**config.mk**
```make
export PLATFORM = sky130hd
export DESIGN_NAME = sfar_array_read
export DESIGN_NICKNAME = d
export VERILOG_FILES = /design/src/sfar_pin_sync.v /design/src/sfar_array_read.v
export VERILOG_INCLUDE_DIRS = /design/src
export SDC_FILE = /design/constraint.sdc
export NUM_CORES = 1
export LEC_CHECK = 0
export ABC_CLOCK_PERIOD_IN_PS = 3100
export BUFFER_PORTS_ARGS = -buffer_cell sky130_fd_sc_hd__buf_2
export CORE_ASPECT_RATIO = 0.6
export CORE_MARGIN = 2
export CORE_UTILIZATION = 59
export CTS_CLUSTER_SIZE = 40
export DETAILED_ROUTE_END_ITERATION = 16
export PLACE_DENSITY = 0.79
export SETUP_SLACK_MARGIN = 0.2
export SLEW_MARGIN = 10
export SYNTH_ARGS = -nofsm -noshare
export SYNTH_HDL_FRONTEND = slang
export SYNTH_SLANG_ARGS = --single-unit
```
**constraint.sdc**
```tcl
create_clock -name mclk -period 3.1 [get_ports mclk]
set_clock_uncertainty 0.2 [all_clocks]
set_input_delay 0.31 -clock mclk [delete_from_list [all_inputs] [get_ports mclk]]
set_output_delay 0.31 -clock mclk [all_outputs]
set_load 0.005 [all_outputs]
```
**src/sfar_regs.vh**
```
`ifndef SFAR_REGS_VH
`define SFAR_REGS_VH
`define SFAR_OP_READ_SLOW 8'h03
`define SFAR_OP_READ_FAST 8'h0B
`define SFAR_OP_READ_DUAL 8'h3B
`define SFAR_OP_READ_QUAD 8'h6B
`define SFAR_ADDR_WIDTH 22
`define SFAR_ADDR_TOP 22'h3FFFFF
`define SFAR_ADDR_ZERO 22'h000000
`define SFAR_OPCODE_BITS 6'h08
`define SFAR_ADDRESS_BITS 6'h18
`define SFAR_DUMMY_BITS 6'h08
`define SFAR_SLOTS_SINGLE 3'h7
`define SFAR_SLOTS_DUAL 3'h3
`define SFAR_SLOTS_QUAD 3'h1
`endif

```
**src/sfar_pin_sync.v**
```verilog
`timescale 1ns/1ps
// three-stage synchroniser; a change counts once stages two and three agree
module sfar_pin_sync (
    // clock and reset
    input wire mclk,
    input wire sys_rst,
    // pin
    input wire pinIn,
    // result
    output reg pinOut
);
    reg stageOne_reg;
    reg stageTwo_reg;
    reg stageThree_reg;
    parameter RESET_LEVEL = 1'b0;

    always @(posedge mclk or posedge sys_rst) begin
        if (sys_rst) begin
            stageOne_reg <= RESET_LEVEL;
            stageTwo_reg <= RESET_LEVEL;
            stageThree_reg <= RESET_LEVEL;
            pinOut <= RESET_LEVEL;
        end else begin
            stageOne_reg <= pinIn;
            stageTwo_reg <= stageOne_reg;
            stageThree_reg <= stageTwo_reg;
            if (stageTwo_reg == stageThree_reg) begin
                pinOut <= stageThree_reg;
            end
        end
    end
endmodule // sfar_pin_sync

```
**src/sfar_array_read.v**
```verilog
`timescale 1ns/1ps
`include "sfar_regs.vh"
module sfar_array_read (
    // clock and reset
    input wire mclk,
    input wire sys_rst,
    // spi bus from host
    input wire chipSelectN,
    input wire serialClk,
    // io0: serial_in_io0
    input wire serialInIo0In,
    output reg serialInIo0Out,
    output reg serialInIo0Oe,
    // io1: serial_out_io1
    output reg serialOutIo1Out,
    output reg serialOutIo1Oe,
    // io2: protect_pin_io2
    output reg protectPinIo2Out,
    output reg protectPinIo2Oe,
    // io3: suspend_pin_io3
    output reg suspendPinIo3Out,
    output reg suspendPinIo3Oe,
    // status_reg_second field
    input wire quadIoEnableFlag,
    // array fetch: combinational byte at arrayAddr
    output reg [21:0] arrayAddr,
    input wire [7:0] arrayData
);
    // ---------------------------------------------------------------
    // states
    // ---------------------------------------------------------------
    localparam [2:0] ST_IDLE = 3'd0;
    localparam [2:0] ST_OPCODE = 3'd1;
    localparam [2:0] ST_ADDRESS = 3'd2;
    localparam [2:0] ST_DUMMY = 3'd3;
    localparam [2:0] ST_DATA = 3'd4;
    localparam [2:0] ST_IGNORE = 3'd5;

    localparam [1:0] MODE_SINGLE = 2'd0;
    localparam [1:0] MODE_DUAL = 2'd1;
    localparam [1:0] MODE_QUAD = 2'd2;

    // ---------------------------------------------------------------
    // pin synchronisers
    // ---------------------------------------------------------------
    wire csSyncN;
    wire sclkSync;
    wire io0Sync;

    sfar_pin_sync #(.RESET_LEVEL(1'b1)) csSync (
        .mclk(mclk),
        .sys_rst(sys_rst),
        .pinIn(chipSelectN),
        .pinOut(csSyncN)
    );
    sfar_pin_sync #(.RESET_LEVEL(1'b0)) clkSync (
        .mclk(mclk),
        .sys_rst(sys_rst),
        .pinIn(serialClk),
        .pinOut(sclkSync)
    );
    sfar_pin_sync #(.RESET_LEVEL(1'b0)) dataSync (
        .mclk(mclk),
        .sys_rst(sys_rst),
        .pinIn(serialInIo0In),
        .pinOut(io0Sync)
    );

    // ---------------------------------------------------------------
    // edge detection
    // ---------------------------------------------------------------
    reg sclkPrev_reg;
    wire sclkRise;
    wire sclkFall;
    // data, clock and select all share one sync depth, so they stay aligned
    assign sclkRise = sclkSync & ~sclkPrev_reg;
    assign sclkFall = ~sclkSync & sclkPrev_reg;

    // ---------------------------------------------------------------
    // sequencer
    // ---------------------------------------------------------------
    reg [2:0] state_reg;
    reg [1:0] mode_reg;
    reg [5:0] bitCount_reg;
    reg [7:0] opcode_reg;
    reg [21:0] addrCount_reg;
    reg [23:0] addrShift_reg;
    reg [7:0] dataShift_reg;
    reg [2:0] slotCount_reg;
    reg started_reg;

    // ---------------------------------------------------------------
    // byte pacing and address stepping
    // ---------------------------------------------------------------
    function [2:0] slotsPerByte;
        input [1:0] mode;
        begin
            case (mode)
                MODE_DUAL: slotsPerByte = `SFAR_SLOTS_DUAL;
                MODE_QUAD: slotsPerByte = `SFAR_SLOTS_QUAD;
                default: slotsPerByte = `SFAR_SLOTS_SINGLE;
            endcase
        end
    endfunction

    // the wrap is a compare, so it costs no extra serial clock
    function [21:0] nextAddr;
        input [21:0] addr;
        begin
            if (addr == `SFAR_ADDR_TOP) begin
                nextAddr = `SFAR_ADDR_ZERO;
            end else begin
                nextAddr = addr + 22'h000001;
            end
        end
    endfunction

    // ---------------------------------------------------------------
    // serial input shifters
    // ---------------------------------------------------------------
    wire [7:0] opcodeNext;
    wire [23:0] addrNext;
    assign opcodeNext = {opcode_reg[6:0], io0Sync};
    assign addrNext = {addrShift_reg[22:0], io0Sync};

    always @(posedge mclk or posedge sys_rst) begin
        if (sys_rst) begin
            sclkPrev_reg <= 1'b0;
            state_reg <= ST_IDLE;
            mode_reg <= MODE_SINGLE;
            bitCount_reg <= 6'h00;
            opcode_reg <= 8'h00;
            addrCount_reg <= 22'h000000;
            addrShift_reg <= 24'h000000;
            dataShift_reg <= 8'h00;
            slotCount_reg <= 3'd0;
            started_reg <= 1'b0;
            arrayAddr <= 22'h000000;
            serialInIo0Out <= 1'b0;
            serialInIo0Oe <= 1'b0;
            serialOutIo1Out <= 1'b0;
            serialOutIo1Oe <= 1'b0;
            protectPinIo2Out <= 1'b0;
            protectPinIo2Oe <= 1'b0;
            suspendPinIo3Out <= 1'b0;
            suspendPinIo3Oe <= 1'b0;
        end else begin
            sclkPrev_reg <= sclkSync;
            if (csSyncN) begin
                // release every pin at once, even mid-byte
                // a cut byte is dropped; the next frame reloads the counter
                state_reg <= ST_IDLE;
                serialInIo0Oe <= 1'b0;
                serialOutIo1Oe <= 1'b0;
                protectPinIo2Oe <= 1'b0;
                suspendPinIo3Oe <= 1'b0;
                started_reg <= 1'b0;
            end else begin
                case (state_reg)
                    ST_IDLE: begin
                        bitCount_reg <= 6'h00;
                        opcode_reg <= 8'h00;
                        if (sclkRise) begin
                            opcode_reg <= opcodeNext;
                            bitCount_reg <= 6'h01;
                            state_reg <= ST_OPCODE;
                        end
                    end
                    ST_OPCODE: begin
                        if (sclkRise) begin
                            opcode_reg <= opcodeNext;
                            bitCount_reg <= bitCount_reg + 6'h01;
                            if (bitCount_reg == `SFAR_OPCODE_BITS - 6'h01)
                            begin
                                bitCount_reg <= 6'h00;
                                state_reg <= ST_ADDRESS;
                                case (opcodeNext)
                                    `SFAR_OP_READ_SLOW,
                                    `SFAR_OP_READ_FAST:
                                        mode_reg <= MODE_SINGLE;
                                    `SFAR_OP_READ_DUAL:
                                        mode_reg <= MODE_DUAL;
                                    `SFAR_OP_READ_QUAD: begin
                                        mode_reg <= MODE_QUAD;
                                        // flag read once, at opcode end
                                        if (!quadIoEnableFlag) begin
                                            state_reg <= ST_IGNORE;
                                        end
                                    end
                                    default: state_reg <= ST_IGNORE;
                                endcase
                            end
                        end
                    end
                    ST_ADDRESS: begin
                        if (sclkRise) begin
                            addrShift_reg <= addrNext;
                            bitCount_reg <= bitCount_reg + 6'h01;
                            if (bitCount_reg == `SFAR_ADDRESS_BITS - 6'h01)
                            begin
                                bitCount_reg <= 6'h00;
                                // bits 23:22 lie beyond the array
                                addrCount_reg <= addrNext[21:0];
                                arrayAddr <= addrNext[21:0];
                                if (opcode_reg == `SFAR_OP_READ_SLOW) begin
                                    state_reg <= ST_DATA;
                                end else begin
                                    state_reg <= ST_DUMMY;
                                end
                            end
                        end
                    end
                    ST_DUMMY: begin
                        // dummy bits are clocked in but not kept
                        if (sclkRise) begin
                            bitCount_reg <= bitCount_reg + 6'h01;
                            if (bitCount_reg == `SFAR_DUMMY_BITS - 6'h01)
                            begin
                                bitCount_reg <= 6'h00;
                                state_reg <= ST_DATA;
                            end
                        end
                    end
                    ST_DATA: begin
                        // drive on falling edges; first one loads the byte
                        // arrayAddr already holds this byte's address
                        // the host samples on the rise, half a clock later
                        if (sclkFall) begin
                            if (!started_reg || slotCount_reg == 3'd0)
                            begin
                                started_reg <= 1'b1;
                                slotCount_reg <= slotsPerByte(mode_reg);
                                addrCount_reg <= nextAddr(addrCount_reg);
                                arrayAddr <= nextAddr(addrCount_reg);
                                case (mode_reg)
                                    MODE_DUAL: begin
                                        serialOutIo1Out <= arrayData[7];
                                        serialInIo0Out <= arrayData[6];
                                        serialOutIo1Oe <= 1'b1;
                                        serialInIo0Oe <= 1'b1;
                                        dataShift_reg <=
                                            {arrayData[5:0], 2'b00};
                                    end
                                    MODE_QUAD: begin
                                        suspendPinIo3Out <= arrayData[7];
                                        protectPinIo2Out <= arrayData[6];
                                        serialOutIo1Out <= arrayData[5];
                                        serialInIo0Out <= arrayData[4];
                                        serialOutIo1Oe <= 1'b1;
                                        serialInIo0Oe <= 1'b1;
                                        protectPinIo2Oe <= 1'b1;
                                        suspendPinIo3Oe <= 1'b1;
                                        dataShift_reg <=
                                            {arrayData[3:0], 4'h0};
                                    end
                                    default: begin
                                        serialOutIo1Out <= arrayData[7];
                                        serialOutIo1Oe <= 1'b1;
                                        dataShift_reg <=
                                            {arrayData[6:0], 1'b0};
                                    end
                                endcase
                            end else begin
                                slotCount_reg <= slotCount_reg - 3'd1;
                                case (mode_reg)
                                    MODE_DUAL: begin
                                        serialOutIo1Out <= dataShift_reg[7];
                                        serialInIo0Out <= dataShift_reg[6];
                                        dataShift_reg <=
                                            {dataShift_reg[5:0], 2'b00};
                                    end
                                    MODE_QUAD: begin
                                        suspendPinIo3Out <= dataShift_reg[7];
                                        protectPinIo2Out <= dataShift_reg[6];
                                        serialOutIo1Out <= dataShift_reg[5];
                                        serialInIo0Out <= dataShift_reg[4];
                                        dataShift_reg <=
                                            {dataShift_reg[3:0], 4'h0};
                                    end
                                    default: begin
                                        serialOutIo1Out <= dataShift_reg[7];
                                        dataShift_reg <=
                                            {dataShift_reg[6:0], 1'b0};
                                    end
                                endcase
                            end
                        end
                    end
                    ST_IGNORE: begin
                        // pins stay released until chip select rises
                        serialInIo0Oe <= 1'b0;
                        serialOutIo1Oe <= 1'b0;
                        protectPinIo2Oe <= 1'b0;
                        suspendPinIo3Oe <= 1'b0;
                    end
                    default: state_reg <= ST_IDLE;
                endcase
            end
        end
    end
endmodule // sfar_array_read

```
* After elaboration in Yosys (flattened, before gate mapping) *
Index checks and enable logic that the tools add are counted.

storage, ports and cells
  register bits = 94
  word-level logic and storage cells = 165
  output and inout port bits = 30
  input port bits = 14

operators by class
  reductions and logical operators = 31
  muxes and demuxes = 61
  bitwise operators = 5
  equal/unequal tests = 36
  $add $sub $neg = 3

operators with widths
  cell                   count
  $mux 22                5
  $pmux 8 s2             3
  $pmux 22 s2            1
  $mux 3                 11
  $ne 3x2->1 const B     11
  $mux 1                 24
  $mux 6                 4
  $mux 8                 3
  $add 22x1->22 const B  1
  $eq 22x22->1 const B   1
  $reduce_and 4->1       5
  $pmux 6 s3             1
  $eq 8x2->1 const B     2
  $pmux 3 s5             1
  $reduce_and 3->1       5
  $pmux 3 s2             2
  $reduce_bool 2->1      6
  $ne 2x2->1 const B     5
  $pmux 1 s2             5
  $reduce_bool 3->1      3
  $eq 8x4->1 const B     1
  $eq 8x6->1 const B     1
  $eq 8x7->1 const B     1
  $reduce_and 8->1       1
  other kinds (21)       33

* Logic depth before layout (Yosys ltp) *
Gate-level depths: netlist (run 1).

  depth in word-level cells = 7
  gate-level depth with buffers = 11
  gate-level depth less buffers = 8

* Hierarchy *
A second synthesis (run 1) with hierarchy kept.

second synthesis, totals
  cell total of the unflattened synthesis = 477
  area total of the unflattened synthesis = 4798.4 sq um

by module, submodules not included
  module                        times used  cells each  sequential area each (sq um)  area an instance (sq um)
  sfar_array_read               1           459         2026.9                        4448.0
  sfar_pin_sync at clkSync ...  2           6           100.1                         115.1
  sfar_pin_sync at csSync       1           6           105.1                         120.1

* Worst setup path before layout (run 1) *
No wires, ideal clock.

  path type = reg2reg
  from = register slotCount_reg[0]
  to = register addrCount_reg[3]
  setup slack = 609 ps
  required time = 2829 ps
  buffers on the path = 2
  data arrival time = 2220 ps
  clock period less this slack = 2491 ps
  setup time = 71 ps
  cell stages (with the launch flop) = 11
  cell sequence = dfrtp_1 > inv_1 > ha_1 > ha_1 > nand2b_1 > clkbuf_1 > a2bb2oi_1 > or4_1 > clkbuf_1 > or4_1 > nand4_1

between the ends
  word-level cells in the longest chain between the ends = 4

RTL lines
  element                            line                   text
  from (decl)                        sfar_array_read.v:89   reg [2:0] slotCount_reg;
  from (signal assigned)             sfar_array_read.v:232  slotCount_reg <= slotsPerByte(mode_reg);
  from (signal assigned)             sfar_array_read.v:264  slotCount_reg <= slotCount_reg - 3'd1;
  $logic_not 3->1                    sfar_array_read.v:229  if (!started_reg || slotCount_reg == 3'd0)
  $logic_or 1x1->1                   sfar_array_read.v:229
  $ne 2x2->1 (no source line)        --
  $reduce_and 6->1 (no source line)  --
  to (signal assigned)               sfar_array_read.v:203  addrCount_reg <= addrNext[21:0];
  to (signal assigned)               sfar_array_read.v:233  addrCount_reg <= nextAddr(addrCount_reg);
  to (decl)                          sfar_array_read.v:86   reg [21:0] addrCount_reg;

Every way passes these cells.
A chain may end at the register's enable or synchronous reset.

* Worst setup path after layout (run 1) *
  from = register state_reg[2]
  to = register addrCount_reg[3]

between the ends
  word-level cells in the longest chain between the ends = 3
  elaborated cells on any way between the ends = 9
  those cells by class = eq/ne (6); mux (1); reduce/logical (2)

RTL lines
  element                                                                  line                   text
  from (decl)                                                              sfar_array_read.v:82   reg [2:0] state_reg;
  from (signal assigned)                                                   sfar_array_read.v:129  state_reg <= ST_IDLE;
  from (signal assigned)                                                   sfar_array_read.v:152  state_reg <= ST_IDLE;
  from (signal assigned)                                                   sfar_array_read.v:166  state_reg <= ST_OPCODE;
  $eq 3x3->1 / $eq 3x2->1 (equally long branches)                          sfar_array_read.v:159  case (state_reg)
  $ne 2x2->1 (no source line) / $reduce_bool 2->1 (equally long branches)  --
  $reduce_and 6->1 (no source line)                                        --

Several ways; a longest one is shown, not always the timed one.

==> flow_summary_export.csv, run 1 <==
group,metric,value,unit
power,seqPwrFrac,0.498,
logic_synthesis,synth-edff-count,0,
detailed_routing,viasPerCell,6.19,
timing,tns,0,ps
cts,cts-buffers-inserted,9,
floorplanning,start_util,0.601,
detailed_routing,drc,0,
grt,grt_pass1_vias,3490,
floorplanning,rows,25,
timing,min_period,2670,ps
status,status,"finished clean",
timing,fmax,375,MHz
worst_setup_path,crit_path_start_kind,"flip-flop",
cts,cts.sinks,93,
worst_setup_path,reg2reg_to,"addrCount_reg[3]$_DFFE_PP0P_",
power,clkPwrFrac,0.379,
placed_design,hpwl,7.14,mm
worst_setup_path,r2r_slack,430,ps
cts,clk_path_buf_depth,2,
power,ir_drop,0.431,mV
cells_and_area,fillers,612,
logic_synthesis,syn-cell-area,4660,sq um
power,switching_share,0.263,
logic_synthesis,synth-warning-count,0,
timing,rsz0062_at_grt,"false",
detailed_routing,drtIter0Drc,584,
hold_path,min_path_cells,3,
logic_synthesis,synth_seq_area_share,0.500,
logic_synthesis,synth_top_area_cell,"dfrtp_1",
power,intPower,2.09,mW
cts,htree_levels,3,
power,p_sw,745,uW
detailed_routing,via_count,3823,
grt,grt_util_all_layers,0.260,
timing,worst_pin_slew,843,ps
cells_and_area,largest_reg_flops,22,
timing,setup_violations,0,
flow_run,cap_viol_max_count,0,
cells_and_area,fin_cells,618,
power,leakage,2.39,nW
power,power.density,530,nW/um^2
floorplanning,io_pins,44,
worst_setup_path,crit_type,"flip-flop to flip-flop",
logic_synthesis,synth_nets,486,
cells_and_area,antennaDiodeCount,0,
logic_synthesis,synth-seq-cells,93,
timing,fin_crit_sh,0.860,
cts,post_cts_buffers,0,
cells_and_area,nNetsFinal,526,
cells_and_area,layout-drive-gt1-share,0.224,
floorplanning,die_w,119,microns
placed_design,place_inst,598,
floorplanning,dieArea,8650,sq um
placed_design,place.gp.congestion,0.851,
worst_setup_path,reg2reg_from,"state_reg[2]$_DFFE_PP0P_",
logic_synthesis,synth.distinct_cells,58,
logic_synthesis,synth_area_leaders,"dfrtp_1 (48%), mux2_2 (6.8%), nand2_1 (3.6%)",
logic_synthesis,synth_ff_type,"dfrtp_1",
cts,path_clk_slew,60,ps
grt,grt_pass1_wl,17.8,mm
timing,max_slew_margin,0.433,
worst_setup_path,required,3170,ps
worst_setup_path,critPathCaptureType,"flip-flop",
cts,worstSkewPairLatency,340,ps
power,p_comb_frac,0.123,
timing,slew_violations,0,
worst_setup_path,worstPathArrival,2740,ps
detailed_routing,wirelength,10.6,mm
floorplanning,die_h,72.8,microns
worst_setup_path,r2r_cells,5,
timing,hold_viol,0,
cells_and_area,area_growth,14.6,%
grt,antenna_found_initial,0,
detailed_routing,first_pass_iters,4,
worst_setup_path,cp_max_fo,14,
worst_setup_path,critPathLaunch,"state_reg[2]$_DFFE_PP0P_",
worst_setup_path,crit_path_end,"addrCount_reg[3]$_DFFE_PP0P_",
detailed_routing,wire_per_inst,17.1,microns
logic_synthesis,yosysTopAreaCellShare,0.478,
logic_synthesis,synth_cells,465,
cts,root_buffer,"clkbuf_16",
floorplanning,coreArea,7760,sq um
cells_and_area,final_common_cell,"dfrtp_1",
cts,cts_tree,"done",
logic_synthesis,synthArstFlopShare,1.00,
cells_and_area,final_cell_mix,"dfrtp_1 (89), nand2_1 (45), buf_2 (43), o21ai_0 (30), mux2_2 (28)",
grt,grt_max_degree,94,
placed_design,port_buffers,43,
hold_path,hold_class,"primary input to flip-flop",
detailed_routing,ant_nets,0,
grt,grt-ovfl-total,0,
logic_synthesis,avgSynthCellArea,10.0,sq um
## critical path, cell delays in order (launching register included)
cell     delay [ps]
dfrtp_1         560
nor2b_1         460
nand2_1         360
a41o_1          400
or4_1           500
nand4_1         110
## power groups by stage
| stage | clock network (mW) | registers, mW | logic, mW |
|---|---|---|---|
| final | 1.07 | 1.41 | 0.348 |
| after global routing | 1.14 | 1.42 | 0.390 |
| after CTS | 1.09 | 1.41 | 0.348 |
| after detailed placement | 0 | 1.43 | 0.338 |
| after global placement | 0 | 1.42 | 0.322 |
| after floorplan | 0 | 1.39 | 0.230 |
## worst min path at each step
| stage | from | slack (ps) | end |
|---|---|---|---|
| finish | arrayData[0] | 60 | dataShift_reg[1]$_DFFE_PP0P_ |
| global route | arrayData[0] | 60 | dataShift_reg[1]$_DFFE_PP0P_ |
| CTS | arrayData[0] | 50 | dataShift_reg[1]$_DFFE_PP0P_ |
| detailed placement | clkSync.stageOne_reg$_DFF_PP0_ | 140 | clkSync.stageTwo_reg$_DFF_PP0_ |
| global placement | dataSync.stageOne_reg$_DFF_PP0_ | 130 | dataSync.stageTwo_reg$_DFF_PP0_ |
| floorplan | chipSelectN | 110 | csSync.stageOne_reg$_DFF_PP1_ |
## metal layers
layer,up-vias,share of wire,track usage
li1,1794,-,-
met1,1857,0.49,0.388
met4,0,0.011,0.0701
met5,-,0,0
met2,158,0.44,0.385
met3,14,0.061,0.0617
## cell usage after synthesis, drive strengths merged, types with 8 or more instances
cell type,count
a21oi,26
a22o,12
buf,9
clkbuf,21
dfrtp,89
inv,21
mux2,28
nand2,45
nand3,19
nor2,21
nor3,8
o21ai,32
o22ai,13
## final cells by class
type | instances | area (sq um) | share of cell area
clock buffer | 11 | 233 | 0.0436
clock inverter | 5 | 52.6 | 0.00984
multi-input combinational | 321 | 2150 | 0.402
timing repair buffer | 59 | 358 | 0.0670
sequential | 93 | 2330 | 0.437
tap | 108 | 135 | 0.0253
inverter | 21 | 82.6 | 0.0155
## cells by family (layout without fill, tap and decap cells)
family	after synthesis	in the layout	synth area share
buffers and inverters	51	96	0.0427
AO/OA/AOI/OAI	135	135	0.193
adder cells (fa/ha/maj)	10	10	0.0252
AND/OR/NAND/NOR	141	141	0.156
XOR/XNOR	1	1	0.00188
multiplexers	34	34	0.0805
flip-flops	93	93	0.500
## repair_timing
item / in CTS / in global routing
endpoints found under the setup margin: 0 / 4
hold endpoints to repair: 92 / 0
resized for setup: 0 / 2
hold buffers: 4 / 0
## stage by stage
stage / worst slack, ps / utilization / area [sq um] / total power, mW / hold slack [ps]
after floorplan: 609 / - / 4660 / 1.62 / 114
after global placement: 530 / 0.645 / 5000 / 1.74 / 135
after detailed placement: 323 / 0.645 / 5000 / 1.76 / 142
after CTS: 334 / 0.687 / 5330 / 2.84 / 54.9
after global routing: 298 / 0.689 / 5340 / 2.96 / 63.1
final: 435 / 0.689 / 5340 / 2.83 / 62.5
No activity file was read; power rests on OpenSTA's default activity.
==> run 2, diff against run 1 <==
--- a/config.mk
+++ b/config.mk
@@ -6,14 +6,15 @@
 export SDC_FILE = /design/constraint.sdc
 export NUM_CORES = 1
 export LEC_CHECK = 0
+export ABC_AREA = 1
 export ABC_CLOCK_PERIOD_IN_PS = 3100
 export BUFFER_PORTS_ARGS = -buffer_cell sky130_fd_sc_hd__buf_2
 export CORE_ASPECT_RATIO = 0.6
 export CORE_MARGIN = 2
-export CORE_UTILIZATION = 59
+export CORE_UTILIZATION = 60
 export CTS_CLUSTER_SIZE = 40
 export DETAILED_ROUTE_END_ITERATION = 16
-export PLACE_DENSITY = 0.79
+export PLACE_DENSITY = 0.8
 export SETUP_SLACK_MARGIN = 0.2
 export SLEW_MARGIN = 10
 export SYNTH_ARGS = -nofsm -noshare
==> run 2 against run 1 <==
  * Maximum frequency is 0.39% lower
  * Sequential power is 23% higher
  * Count of clock-buffer cells in the layout is 2 lower
  * Largest power group unchanged
  * Highest routed layer unchanged
==> flow_summary_export.csv, run 2 <==
group,metric,value,unit
status,status,"finished clean",
logic_synthesis,synth_top_family_by_area,"simple AND/OR/NAND/NOR gates",
cts,cts_tree,"done",
logic_synthesis,yosysTopAreaCellShare,0.439,
detailed_routing,wirelength,12.4,mm
cts,cts.sinks,93,
cells_and_area,fillers,622,
grt,grt_pass1_vias,4214,
detailed_routing,first_pass_iters,6,
placed_design,place_inst,785,
detailed_routing,viasPerCell,5.77,
grt,antenna_found_initial,0,
logic_synthesis,synth_seq_area_share,0.459,
logic_synthesis,synth_ff_type,"dfrtp_1",
power,leakage,2.65,nW
logic_synthesis,synth-simple-area-share,0.290,
detailed_routing,ant_nets,0,
floorplanning,dieArea,9240,sq um
cts,clk_path_buf_depth,2,
logic_synthesis,syn-cell-area,5080,sq um
floorplanning,die_w,123,microns
floorplanning,die_h,75.3,microns
grt,grt_pass1_wl,20.2,mm
worst_setup_path,reg2reg_to,"addrCount_reg[20]$_DFFE_PP0P_",
cts,post_cts_buffers,0,
logic_synthesis,yosysMostFrequentCell,"nand2_1",
timing,min_period,2680,ps
timing,fmax,374,MHz
detailed_routing,drtIter0Drc,511,
cells_and_area,stdcell_area,5720,sq um
cts,cts-buffers-inserted,9,
timing,rsz0062_at_grt,"false",
placed_design,hpwl,8.94,mm
floorplanning,rows,25,
detailed_routing,drc,0,
timing,max_slew_margin,0.551,
cells_and_area,nNetsFinal,713,
flow_run,cap_viol_max_count,0,
placed_design,place.gp.congestion,0.927,
logic_synthesis,avgSynthCellArea,7.81,sq um
cts,post_cts_resized,0,
timing,tns,0,ps
cts,root_buffer,"clkbuf_16",
floorplanning,start_util,0.632,
worst_setup_path,worstPathArrival,2770,ps
timing,slew_violations,0,
logic_synthesis,synth-adder-area-share,0.0232,
cts,worstSkewPairLatency,350,ps
detailed_routing,via_count,4637,
cells_and_area,antennaDiodeCount,0,
logic_synthesis,synth_nets,671,
cells_and_area,layout-drive-gt1-share,0.151,
logic_synthesis,ys_top_cells_by_count,"nand2_1 (147), nor2_1 (92), dfrtp_1 (89)",
logic_synthesis,synth_area_leaders,"dfrtp_1 (44%), nand2_1 (11%), nor2_1 (6.8%)",
cts,path_clk_slew,60,ps
hold_path,min_path_cells,3,
cells_and_area,post-route-util,0.712,
worst_setup_path,r2r_slack,420,ps
cells_and_area,area_growth,12.7,%
worst_setup_path,critPathCaptureType,"flip-flop",
timing,worst_pin_slew,670,ps
worst_setup_path,reg2reg_from,"slotCount_reg[0]$_DFFE_PP0P_",
hold_path,min_from,"arrayData[0]",
timing,fin_crit_sh,0.863,
worst_setup_path,cp_max_fo,35,
logic_synthesis,synth_top_area_cell,"dfrtp_1",
cells_and_area,largest_reg_flops,22,
grt,grt_max_degree,43,
cells_and_area,final_common_cell,"nand2_1",
grt,grt_util_all_layers,0.285,
logic_synthesis,post_synth_xor_area_fraction,0.00690,
floorplanning,coreArea,8040,sq um
logic_synthesis,synth_cells,650,
detailed_routing,wire_per_inst,15.4,microns
worst_setup_path,crit_path_start_kind,"flip-flop",
cts,htree_levels,3,
timing,setup_violations,0,
power,power.density,689,nW/um^2
power,ir_drop,0.339,mV
timing,hold_viol,0,
logic_synthesis,synth_mux_area_frac,0.00222,
placed_design,placed_area,5340,sq um
logic_synthesis,synth-seq-cells,93,
logic_synthesis,synth-warning-count,0,
cells_and_area,fin_cells,804,
placed_design,port_buffers,43,
worst_setup_path,r2r_cells,13,
logic_synthesis,synth-edff-count,0,
hold_path,hold_class,"primary input to flip-flop",
worst_setup_path,required,3190,ps
floorplanning,io_pins,44,
hold_path,hold_path_end,"dataShift_reg[1]$_DFFE_PP0P_",
grt,grt-ovfl-total,0,
logic_synthesis,synth-compound-area-share,0.138,
worst_setup_path,crit_type,"flip-flop to flip-flop",
cells_and_area,final_cell_mix,"nand2_1 (147), nor2_1 (92), dfrtp_1 (89), inv_1 (71), o21ai_0 (53)",
logic_synthesis,synth.distinct_cells,47,
logic_synthesis,synthArstFlopShare,1.00,
-- run 2: changes by cell type in the layout (fill, tap and decap cells not counted), moves of 8 or more --
cell,change
nor2_1,+71
o22ai_1,-13
nand3_1,+25
buf_4,-8
o21ai_0,+23
mux2_2,-27
a22o_1,-12
inv_1,+51
nand2_1,+102
-- run 2: metal layers --
layer,vias up,wire length (microns),global-route usage,part of all wire
li1,2200,-,-,-
met3,24,1060,0.0674,0.085
met4,0,170,0.0805,0.014
met5,-,0,0,0
met2,211,5310,0.421,0.43
met1,2202,5810,0.424,0.47
-- run 2: how the worst max path moves through the flow --
stage                                      start                             to  slack [ps]  depth (start not counted)
global route        slotCount_reg[0]$_DFFE_PP0P_  addrCount_reg[20]$_DFFE_PP0P_         210                         13
detailed placement  slotCount_reg[0]$_DFFE_PP0P_  addrCount_reg[20]$_DFFE_PP0P_         430                         13
finish              slotCount_reg[0]$_DFFE_PP0P_  addrCount_reg[20]$_DFFE_PP0P_         420                         13
CTS                 slotCount_reg[0]$_DFFE_PP0P_  addrCount_reg[20]$_DFFE_PP0P_         410                         13
floorplan           slotCount_reg[0]$_DFFE_PP0P_   addrCount_reg[0]$_DFFE_PP0P_        1110                         12
global placement    slotCount_reg[0]$_DFFE_PP0P_  addrCount_reg[20]$_DFFE_PP0P_         610                         13
-- run 2: logic make-up after synthesis --
family,after synthesis
compound gates,113
mux,1
flops,93
simple gates,331
xor+xnor,4
fa+ha+maj,10
buf+inv,98
-- run 2: repair_timing --
item | 4_1_cts | 5_1_grt
hold endpoints to repair | 19 | 0
endpoints found under the setup margin | 0 | 1
hold buffers | 4 | 0
-- run 2: worst max-delay path, stage by stage (launching register included) --
cell and delay, ps:
dfrtp_1 370, inv_1 90, ha_1 170, ha_1 140, inv_1 40, nand2_2 250
inv_1 220, o21ai_2 220, nand2_4 130, nor2_8 400, o21ai_0 190, nand2_1 100
nand2_1 50, inv_1 40
-- run 2: area by class of cell --
type,instances,area (sq um),share of cell area
sequential,93,2330,0.408
timing repair buffer,50,278,0.0486
clock inverter,6,113,0.0197
multi-input combinational,459,2330,0.408
tap,108,135,0.0236
clock buffer,9,225,0.0394
inverter,79,303,0.0529
-- run 2: through the flow --
step                setup slack (ps)  hold slack, ps  total power [mW]
floorplan                       1110             114              2.32
global placement                 610             118              2.61
detailed placement               426             131              2.67
CTS                              412            39.2              3.94
global route                     208            62.6              4.14
finish                           424            43.0              3.94
-- run 2: power breakdown --
group          switching [mW]  internal [mW]  total (mW)
combinational           0.571          0.385       0.955
clock                   0.478          0.783        1.26
sequential              0.290           1.44        1.73
total                    1.34           2.60        3.94
